`config.mk`:
```
export PLATFORM = sky130hd
export DESIGN_NAME = gpc_general_io
export DESIGN_NICKNAME = d
export VERILOG_FILES = /design/src/gpc_pkg.sv /design/src/gpc_term_if.sv /design/src/gpc_sync.sv /design/src/gpc_pads.sv /design/src/gpc_general_io.sv
export VERILOG_INCLUDE_DIRS = /design/src
export SDC_FILE = /design/constraint.sdc
export NUM_CORES = 1
export LEC_CHECK = 0
export ABC_AREA = 0
export BUFFER_PORTS_ARGS = -buffer_cell sky130_fd_sc_hd__clkbuf_2
export CORE_MARGIN = 3
export CORE_UTILIZATION = 47
export DETAILED_ROUTE_END_ITERATION = 8
export PLACE_DENSITY = 0.85
export SLEW_MARGIN = 20
export SYNTH_ARGS = -nofsm -noshare
export SYNTH_HDL_FRONTEND = slang
export SYNTH_SLANG_ARGS = --single-unit
```
`constraint.sdc`:
```
create_clock -name pclk -period 2.22 [get_ports pclk]
set_input_delay 0.111 -clock pclk [delete_from_list [all_inputs] [get_ports pclk]]
set_output_delay 0.111 -clock pclk [all_outputs]
set_load 0.02 [all_outputs]
```
`src/gpc_params.svh`:
```
`ifndef GPC_PARAMS_SVH
`define GPC_PARAMS_SVH
`define GPC_CTRL_OFFSET   12'h0FC
`define GPC_CTRL_RESET    32'h00001010
`define GPC_CTRL_WMASK    32'h3131B1B1
`define GPC_DATA0_BIT     0
`define GPC_OE0_BIT       4
`define GPC_INV0_BIT      5
`define GPC_CON_DIS_BIT   7
`define GPC_DATA1_BIT     8
`define GPC_OE1_BIT       12
`define GPC_INV1_BIT      13
`define GPC_PWR_DIS_BIT   15
`define GPC_DATA2_BIT     16
`define GPC_OE2_BIT       20
`define GPC_INV2_BIT      21
`define GPC_DATA3_BIT     24
`define GPC_OE3_BIT       28
`define GPC_INV3_BIT      29
`endif

```
`src/gpc_pkg.sv`:
```
package gpc_pkg;
	typedef logic [3:0] gpc_nib_t;
	typedef enum logic [1:0] {GPC_IDLE, GPC_ACCESS} gpc_state_t;
endpackage

```
`src/gpc_term_if.sv`:
```
`timescale 1ns/1ps
interface gpc_term_if;
	logic [3:0] inv;
	logic [3:0] oe;
	logic [3:0] dout;
	logic [3:0] pad_in;
	logic [3:0] pad_out;
	logic [3:0] pad_oe;
	logic [3:0] level;
	modport ctrl (output inv, output oe, output dout, input level);
	modport pads (input inv, input oe, input dout, output level,
		input pad_in, output pad_out, output pad_oe);
	modport top  (output pad_in, input pad_out, input pad_oe);
endinterface

```
`src/gpc_sync.sv`:
```
`timescale 1ns/1ps
module gpc_sync
	import gpc_pkg::*;
#(
	parameter int WIDTH = 4
)
(
	// Clock and reset
	input  wire logic             pclk,
	input  wire logic             presetn,
	// Data
	input  wire logic [WIDTH-1:0] async_in,
	output logic      [WIDTH-1:0] sync_out
);
	logic [WIDTH-1:0] meta_reg;
	logic [WIDTH-1:0] sync_reg;

	// First stage feeds only the second
	always_ff @(posedge pclk or negedge presetn)
	begin
		if (!presetn)
		begin
			meta_reg <= '0;
			sync_reg <= '0;
		end
		else
		begin
			meta_reg <= async_in;
			sync_reg <= meta_reg;
		end
	end

	assign sync_out = sync_reg;
endmodule

```
`src/gpc_pads.sv`:
```
`timescale 1ns/1ps
module gpc_pads
	import gpc_pkg::*;
(
	// Terminals, pad_in already synchronised
	gpc_term_if.pads term
);
	// Polarity applies both ways, so software sees logical values
	assign term.pad_out = term.dout ^ term.inv;
	assign term.pad_oe  = term.oe;
	assign term.level   = term.pad_in ^ term.inv;
endmodule

```
`src/gpc_general_io.sv`:
```
`timescale 1ns/1ps
`include "gpc_params.svh"
module gpc_general_io
	import gpc_pkg::*;
(
	// APB clock and reset
	input  wire logic        pclk,
	input  wire logic        presetn,
	// APB slave
	input  wire logic        psel,
	input  wire logic        penable,
	input  wire logic        pwrite,
	input  wire logic [11:0] paddr,
	input  wire logic [31:0] pwdata,
	input  wire logic [3:0]  pstrb,
	output logic      [31:0] prdata,
	output logic             pready,
	output logic             pslverr,
	// Dedicated link signals from the link core
	input  wire logic        bus_manager_contender,
	input  wire logic        link_power_status,
	// Terminals
	input  wire logic [3:0]  gp_terminal_in,
	output logic      [3:0]  gp_terminal_out,
	output logic      [3:0]  gp_terminal_oe
);
	logic [31:0] general_io_control_reg;
	logic [31:0] general_io_control_next;
	logic [31:0] prdata_reg;
	logic [31:0] prdata_next;
	logic        pslverr_reg;
	logic        pslverr_next;
	gpc_state_t  state_reg;
	gpc_state_t  state_next;
	logic [3:0]  pad_sync;

	gpc_term_if term();

	// Pads are asynchronous to pclk; nothing reads them before the second flop
	gpc_sync #(.WIDTH(4)) u_sync
	(
		.pclk     (pclk),
		.presetn  (presetn),
		.async_in (gp_terminal_in),
		.sync_out (pad_sync)
	);

	gpc_pads u_pads
	(
		.term (term.pads)
	);

	assign term.pad_in      = pad_sync;
	assign gp_terminal_out  = term.pad_out;
	assign gp_terminal_oe   = term.pad_oe;

	function automatic logic [31:0] strb_merge(input logic [31:0] old_v,
		input logic [31:0] new_v, input logic [3:0] strb);
		logic [31:0] m;
		m = {{8{strb[3]}}, {8{strb[2]}}, {8{strb[1]}}, {8{strb[0]}}} & `GPC_CTRL_WMASK;
		return (old_v & ~m) | (new_v & m);
	endfunction

	// Decode
	wire ctrl_hit   = (paddr == `GPC_CTRL_OFFSET);
	wire setup_ph   = psel && !penable;
	wire access_ph  = psel && penable;
	wire wr_commit  = access_ph && pwrite && ctrl_hit;

	// Mode selection
	wire gp0_mode = general_io_control_reg[`GPC_CON_DIS_BIT];
	wire gp1_mode = general_io_control_reg[`GPC_PWR_DIS_BIT];

	wire [3:0] f_inv = {general_io_control_reg[`GPC_INV3_BIT],
		general_io_control_reg[`GPC_INV2_BIT],
		general_io_control_reg[`GPC_INV1_BIT],
		general_io_control_reg[`GPC_INV0_BIT]};
	wire [3:0] f_oe = {general_io_control_reg[`GPC_OE3_BIT],
		general_io_control_reg[`GPC_OE2_BIT],
		general_io_control_reg[`GPC_OE1_BIT],
		general_io_control_reg[`GPC_OE0_BIT]};
	wire [3:0] f_dat = {general_io_control_reg[`GPC_DATA3_BIT],
		general_io_control_reg[`GPC_DATA2_BIT],
		general_io_control_reg[`GPC_DATA1_BIT],
		general_io_control_reg[`GPC_DATA0_BIT]};

	// Dedicated signals always drive and pass uninverted
	assign term.inv[3]  = f_inv[3];
	assign term.inv[2]  = f_inv[2];
	assign term.inv[1]  = gp1_mode & f_inv[1];
	assign term.inv[0]  = gp0_mode & f_inv[0];
	assign term.oe[3]   = f_oe[3];
	assign term.oe[2]   = f_oe[2];
	assign term.oe[1]   = gp1_mode ? f_oe[1] : 1'b1;
	assign term.oe[0]   = gp0_mode ? f_oe[0] : 1'b1;
	assign term.dout[3] = f_dat[3];
	assign term.dout[2] = f_dat[2];
	assign term.dout[1] = gp1_mode ? f_dat[1] : link_power_status;
	assign term.dout[0] = gp0_mode ? f_dat[0] : bus_manager_contender;

	// Data bits read the terminal, so an input-only pin can be sampled
	wire [31:0] read_view = (general_io_control_reg & `GPC_CTRL_WMASK)
		& ~(32'h01010101)
		| {7'h00, term.level[3], 7'h00, term.level[2],
		   7'h00, term.level[1], 7'h00, term.level[0]};

	always_comb
	begin
		general_io_control_next = general_io_control_reg;
		if (wr_commit)
			general_io_control_next = strb_merge(general_io_control_reg, pwdata, pstrb);
	end

	always_comb
	begin
		state_next   = state_reg;
		prdata_next  = prdata_reg;
		pslverr_next = 1'b0;
		case (state_reg)
			GPC_IDLE:
			begin
				if (setup_ph)
				begin
					state_next   = GPC_ACCESS;
					prdata_next  = (!pwrite && ctrl_hit) ? read_view : 32'h00000000;
					pslverr_next = !ctrl_hit;
				end
			end
			GPC_ACCESS:
			begin
				state_next = GPC_IDLE;
			end
			default:
			begin
				state_next = GPC_IDLE;
			end
		endcase
	end

	always_ff @(posedge pclk or negedge presetn)
	begin
		if (!presetn)
		begin
			general_io_control_reg <= `GPC_CTRL_RESET;
			prdata_reg             <= 32'h00000000;
			pslverr_reg            <= 1'b0;
			state_reg              <= GPC_IDLE;
		end
		else
		begin
			general_io_control_reg <= general_io_control_next;
			prdata_reg             <= prdata_next;
			pslverr_reg            <= pslverr_next;
			state_reg              <= state_next;
		end
	end

	// Zero-wait slave: every access phase completes at once
	assign pready  = 1'b1;
	assign prdata  = prdata_reg;
	assign pslverr = pslverr_reg;

	property p_reserved_zero;
		@(posedge pclk) disable iff (!presetn)
		(general_io_control_reg & ~`GPC_CTRL_WMASK) == 32'h00000000;
	endproperty
	a_reserved_zero: assert property (p_reserved_zero) else $error("reserved bits set");

	property p_t0_dedicated;
		@(posedge pclk) disable iff (!presetn)
		!gp0_mode |-> gp_terminal_oe[0] && gp_terminal_out[0] == bus_manager_contender;
	endproperty
	a_t0_dedicated: assert property (p_t0_dedicated) else $error("t0 not contender");

	property p_t1_dedicated;
		@(posedge pclk) disable iff (!presetn)
		!gp1_mode |-> gp_terminal_oe[1] && gp_terminal_out[1] == link_power_status;
	endproperty
	a_t1_dedicated: assert property (p_t1_dedicated) else $error("t1 not power status");

	property p_t3_drive;
		@(posedge pclk) disable iff (!presetn)
		gp_terminal_oe[3] == f_oe[3] && gp_terminal_out[3] == (f_dat[3] ^ f_inv[3]);
	endproperty
	a_t3_drive: assert property (p_t3_drive) else $error("t3 drive wrong");

	property p_t2_drive;
		@(posedge pclk) disable iff (!presetn)
		gp_terminal_oe[2] == f_oe[2] && gp_terminal_out[2] == (f_dat[2] ^ f_inv[2]);
	endproperty
	a_t2_drive: assert property (p_t2_drive) else $error("t2 drive wrong");

	property p_t0_gp;
		@(posedge pclk) disable iff (!presetn)
		gp0_mode |-> gp_terminal_oe[0] == f_oe[0]
			&& gp_terminal_out[0] == (f_dat[0] ^ f_inv[0]);
	endproperty
	a_t0_gp: assert property (p_t0_gp) else $error("t0 general drive wrong");

	property p_t1_gp;
		@(posedge pclk) disable iff (!presetn)
		gp1_mode |-> gp_terminal_oe[1] == f_oe[1]
			&& gp_terminal_out[1] == (f_dat[1] ^ f_inv[1]);
	endproperty
	a_t1_gp: assert property (p_t1_gp) else $error("t1 general drive wrong");

	property p_write_lands;
		@(posedge pclk) disable iff (!presetn)
		wr_commit && pstrb == 4'hF |=> general_io_control_reg == ($past(pwdata) & `GPC_CTRL_WMASK);
	endproperty
	a_write_lands: assert property (p_write_lands) else $error("write not stored");

	property p_read_level;
		@(posedge pclk) disable iff (!presetn)
		setup_ph && !pwrite && ctrl_hit && state_reg == GPC_IDLE
			|=> prdata[`GPC_DATA3_BIT] == $past(term.level[3]);
	endproperty
	a_read_level: assert property (p_read_level) else $error("read level wrong");

	property p_read_level0;
		@(posedge pclk) disable iff (!presetn)
		setup_ph && !pwrite && ctrl_hit && state_reg == GPC_IDLE
			|=> prdata[`GPC_DATA0_BIT] == $past(term.level[0]);
	endproperty
	a_read_level0: assert property (p_read_level0) else $error("read level 0 wrong");

	property p_read_level1;
		@(posedge pclk) disable iff (!presetn)
		setup_ph && !pwrite && ctrl_hit && state_reg == GPC_IDLE
			|=> prdata[`GPC_DATA1_BIT] == $past(term.level[1]);
	endproperty
	a_read_level1: assert property (p_read_level1) else $error("read level 1 wrong");

	property p_read_level2;
		@(posedge pclk) disable iff (!presetn)
		setup_ph && !pwrite && ctrl_hit && state_reg == GPC_IDLE
			|=> prdata[`GPC_DATA2_BIT] == $past(term.level[2]);
	endproperty
	a_read_level2: assert property (p_read_level2) else $error("read level 2 wrong");

	property p_t3_hiz;
		@(posedge pclk) disable iff (!presetn)
		!f_oe[3] |-> !gp_terminal_oe[3];
	endproperty
	a_t3_hiz: assert property (p_t3_hiz) else $error("t3 driven while disabled");

	property p_t2_hiz;
		@(posedge pclk) disable iff (!presetn)
		!f_oe[2] |-> !gp_terminal_oe[2];
	endproperty
	a_t2_hiz: assert property (p_t2_hiz) else $error("t2 driven while disabled");

	property p_t3_data;
		@(posedge pclk) disable iff (!presetn)
		f_oe[3] && !f_inv[3] |-> gp_terminal_out[3] == f_dat[3];
	endproperty
	a_t3_data: assert property (p_t3_data) else $error("t3 data wrong");

	property p_t2_data;
		@(posedge pclk) disable iff (!presetn)
		f_oe[2] && !f_inv[2] |-> gp_terminal_out[2] == f_dat[2];
	endproperty
	a_t2_data: assert property (p_t2_data) else $error("t2 data wrong");

	property p_t3_in_pol;
		@(posedge pclk) disable iff (!presetn)
		term.level[3] == (term.pad_in[3] ^ f_inv[3]);
	endproperty
	a_t3_in_pol: assert property (p_t3_in_pol) else $error("t3 input polarity wrong");

	property p_t2_in_pol;
		@(posedge pclk) disable iff (!presetn)
		term.level[2] == (term.pad_in[2] ^ f_inv[2]);
	endproperty
	a_t2_in_pol: assert property (p_t2_in_pol) else $error("t2 input polarity wrong");

	property p_t1_inv;
		@(posedge pclk) disable iff (!presetn)
		gp1_mode && f_inv[1]
			|-> gp_terminal_out[1] != f_dat[1] && term.level[1] != term.pad_in[1];
	endproperty
	a_t1_inv: assert property (p_t1_inv) else $error("t1 polarity wrong");

	property p_t1_oe;
		@(posedge pclk) disable iff (!presetn)
		gp1_mode |-> gp_terminal_oe[1] == f_oe[1];
	endproperty
	a_t1_oe: assert property (p_t1_oe) else $error("t1 enable wrong");

	property p_t1_data;
		@(posedge pclk) disable iff (!presetn)
		gp1_mode && f_oe[1] && !f_inv[1]
			|-> gp_terminal_out[1] == f_dat[1];
	endproperty
	a_t1_data: assert property (p_t1_data) else $error("t1 data wrong");

	property p_t0_inv;
		@(posedge pclk) disable iff (!presetn)
		gp0_mode && f_inv[0]
			|-> gp_terminal_out[0] != f_dat[0] && term.level[0] != term.pad_in[0];
	endproperty
	a_t0_inv: assert property (p_t0_inv) else $error("t0 polarity wrong");

	property p_t0_oe;
		@(posedge pclk) disable iff (!presetn)
		gp0_mode |-> gp_terminal_oe[0] == f_oe[0];
	endproperty
	a_t0_oe: assert property (p_t0_oe) else $error("t0 enable wrong");

	property p_t0_data;
		@(posedge pclk) disable iff (!presetn)
		gp0_mode && f_oe[0] && !f_inv[0]
			|-> gp_terminal_out[0] == f_dat[0];
	endproperty
	a_t0_data: assert property (p_t0_data) else $error("t0 data wrong");

	property p_read_reserved;
		@(posedge pclk) disable iff (!presetn)
		setup_ph && state_reg == GPC_IDLE
			|=> (prdata & ~`GPC_CTRL_WMASK) == 32'h00000000;
	endproperty
	a_read_reserved: assert property (p_read_reserved) else $error("reserved bits read");

	property p_hold_fields;
		@(posedge pclk) disable iff (!presetn)
		!wr_commit |=> $stable(general_io_control_reg);
	endproperty
	a_hold_fields: assert property (p_hold_fields) else $error("fields changed");

	property p_dedicated_in;
		@(posedge pclk) disable iff (!presetn)
		!gp0_mode |-> term.level[0] == term.pad_in[0];
	endproperty
	a_dedicated_in: assert property (p_dedicated_in) else $error("t0 input inverted");

	property p_unmapped_err;
		@(posedge pclk) disable iff (!presetn)
		setup_ph && !ctrl_hit && state_reg == GPC_IDLE
			|=> pslverr && prdata == 32'h00000000;
	endproperty
	a_unmapped_err: assert property (p_unmapped_err) else $error("bad unmapped access");
endmodule

```
==> metrics.md <==
| Metric | Value |
|---|---|
| Run status | `finished clean` |
| Overall die area | `0.00450 mm²` |
| Post-route ant nets | `0` |
| Top cell type's share of synthesized area | `51.4%` |
| Worst EP arrival | `1.93 ns` |
| Post-layout util | `62.4%` |
| Startpoint class of the critical path | `flip-flop` |
| Data required time at the worst endpoint | `2.43 ns` |
| Vias | `1159` |
| Most used standard cells in the synthesized netlist | `36 x sky130_fd_sc_hd__dfrtp_1, 21 x sky130_fd_sc_hd__buf_4, 14 x sky130_fd_sc_hd__a22o_1, 8 x sky130_fd_sc_hd__mux2_1, 6 x sky130_fd_sc_hd__mux2_2` |
| Type of the most critical hold path | `in2reg` |
| Post-route setup slack | `0.506 ns` |
| Leakage | `roughly 0.0012 µW` |
| Global route overflow | `0` |
| Sum of buffers and inverters on the critical path | `1` |
| Unrepaired setup endpoints after global routing | `false` |
| Slew at the pin closest to its max-slew limit | `0.907 ns` |
| Final setup violation count | `0` |
| Clock tree from TritonCTS | `yes` |
| Number of antenna repair diodes | `0` |
| Skew-Pair Late Insertion Delay | `~0.28 ns` |
| Clock sink total | `38` |
| Post-detailed-placement half-perimeter wirelength | `between 2 and 3 mm` |
| Post-route DRC | `0` |
| EDFF count, synth | `0` |
| Achievable Freq | `583 MHz` |
| Post-synthesis cell area | `~0.0018 mm²` |
| Total setup buffers inserted after CTS | `0` |
| Clock edge transition at the registers on the reported setup and hold paths | `0.07 ns` |
| Pwr per Cell Area | `596 mW/mm²` |
| Bufs on Longest Clock Path | `2` |
| Initial antenna violation count | `0` |
| Std-Cell Core Area | `0.00347 mm²` |
| Slew Viols, Final | `0` |
| Peak supply drop | `0.438 mV` |
| Largest delay share family, worst path | `simple AND/OR/NAND/NOR gates` |
| Instance count of the mapped netlist | `approximately 130` |
| Fraction of layout cells with a size suffix above 1 | `44.4%` |
| Cells along the critical path | `or4b_4 -> nor4_4 -> buf_4 -> a22o_1` |
| Initial DRC Count | `38` |
| Die Height | `between 60 and 70 µm` |
| Number of gates resized after cts | `0` |
| Die Span X | `67.1 µm` |
| Category of the worst setup path capture point | `flip-flop` |
| # rows | `21` |
| Min Tclk post-route | `1.71 ns` |
| Number of warning messages in the yosys log | `0` |
| Async S/R FF share, synth | `100%` |
| Synthesized area per cell | `14.0 µm²` |
| Hold-fix buffers, CTS | `5` |
| Maximum cell stage delay along the critical path | `0.50 ns` |
| Most common cell in the netlist | `sky130_fd_sc_hd__dfrtp_1` |
| Router iterations before antenna repair | `4` |
| Startpoint of the worst hold path | `pwdata[5]` |
| Cells taking the most area after synthesis | `sky130_fd_sc_hd__dfrtp_1 51%, sky130_fd_sc_hd__buf_4 9.0%, sky130_fd_sc_hd__a22o_1 7.0%` |
| Largest clock skew in the final design | `slightly above 0.004 ns` |
| Count of different cell masters after synthesis | `22` |
| Slowest library cell on the worst path | `sky130_fd_sc_hd__or4b_4` |
| Sum of routed wire length over all layers | `3.30 mm` |
| Dominant synthesized flop cell | `sky130_fd_sc_hd__dfrtp_1` |
| Maxcap violations | `0` |
| Highest fanout seen on the critical path | `8` |
| H-tree depth | `2` |
| Setup TNS | `0 ns` |
| Via count of the first global-routing pass | `1112` |
| Sequential cell area fraction in the yosys report | `54.4%` |
| Worst Setup Slack post-DPL | `between 0.4 and 0.5 ns` |
| Final worst path period share | `77.2%` |
| Cell taking the most area after synthesis | `sky130_fd_sc_hd__dfrtp_1` |
| # port buffers | `63` |
| Number of nets at the end of the flow | `254` |
| Critical path startpoint | `state_reg[0]` |
| I/O pin count | `101` |
| Global-route wire length before repair | `5.11 mm` |
| Largest net degree at the start of global routing | `39` |
| Final hold violation count | `0` |
| Average vias per placed instance | `4.79` |
| CTS Buf Count | `5` |
| Headroom to the max-slew limit | `between 30% and 40%` |
| Number of synthesized register bits | `38` |
| Starting density of the core | `around half` |
| Area growth syn-to-layout | `23.5%` |
| GRT Total Usage | `15.5%` |
| Crit Reg-Reg Startpoint | `state_reg[0]` |
| Placer Congestion | `0.661` |
| Category of the critical setup timing path | `reg2reg` |
| Clock root buffer | `sky130_fd_sc_hd__clkbuf_8` |
| Average detailed-routed wire length per instance | `13.6 µm` |
path summary, 6_finish.rpt:
kind	cells past startpoint	to	slack, ns
setup / recovery	4	prdata[8]	0.51
hold / removal	2	flip-flop	0.05
setup reg to reg	4	prdata[8]	0.51
hold reg to reg	0	u_sync.sync_out[2]	0.35
max in group asynchronous	2	prdata[24]	1.16
min in group asynchronous	2	prdata[13]	0.50
power breakdown:
group	switching, µW	internal, µW
Clock	209	253
Combinational	77.4	45.5
Sequential	3.35	702
layout by cell type, fill, tap and decap left out:
master	Yosys	final
sky130_fd_sc_hd__nor4_2	2	2
sky130_fd_sc_hd__conb_1	2	19
sky130_fd_sc_hd__a22o_1	14	14
sky130_fd_sc_hd__xnor2_1	4	4
sky130_fd_sc_hd__clkbuf_1	1	2
sky130_fd_sc_hd__nand4bb_4	3	3
sky130_fd_sc_hd__nor3_1	1	1
sky130_fd_sc_hd__nand2b_1	2	2
sky130_fd_sc_hd__clkbuf_2	0	63
sky130_fd_sc_hd__clkbuf_8	0	6
sky130_fd_sc_hd__dfstp_2	2	2
sky130_fd_sc_hd__nor2_1	4	4
sky130_fd_sc_hd__xor2_1	4	4
sky130_fd_sc_hd__buf_4	21	1
sky130_fd_sc_hd__or4b_4	1	1
sky130_fd_sc_hd__inv_1	1	1
sky130_fd_sc_hd__mux2_2	6	6
sky130_fd_sc_hd__dfrtp_1	36	36
sky130_fd_sc_hd__nor4_4	3	3
sky130_fd_sc_hd__nand2_1	3	3
sky130_fd_sc_hd__nand4_1	4	4
sky130_fd_sc_hd__mux2_1	8	8
sky130_fd_sc_hd__a21oi_1	2	2
sky130_fd_sc_hd__dlygate4sd3_1	0	5
metrics by stage:
step                      power, µW  instances  instance area, µm²  hold slack (ns)
final                          1290        242                2160           0.0478
after CTS                      1310        242                2160           0.0414
after global placement          832        229                2020            0.219
after floorplan                 800        142                1820           -0.185
after global routing           1360        242                2160           0.0492
after detailed placement        835        229                2020            0.221
final cells by class:
type                       count  area, µm²
inverter                       1       3.75
timing repair buffer          69        373
clock buffer                   8       90.1
multi-input combinational     80        686
tap                           46       57.6
fill                         278       1310
sequential                    38        953
metal layers:
metal,wire length [µm],GRT usage (%),vias to the layer above
li1,-,-,554
met1,1380,19.2,544
met2,1550,24.7,59
met3,339,5.56,2
met4,18,5.32,0
met5,0,0,-
logic make-up after synthesis:
logic type	share of synthesized area [%]
buffers and inverters	10.1
XOR/XNOR	4.00
other	0.429
multiplexers	9.00
AO/OA/AOI/OAI	7.57
AND/OR/NAND/NOR	14.5
flip-flops	54.4
worst reg2reg max path, stage by stage (launching register included):
cell and delay [ns]:
sky130_fd_sc_hd__dfrtp_1 0.38, sky130_fd_sc_hd__or4b_4 0.50, sky130_fd_sc_hd__nor4_4 0.37, sky130_fd_sc_hd__buf_4 0.26
sky130_fd_sc_hd__a22o_1 0.14
Note: power is estimated with default switching activity, not from simulation.
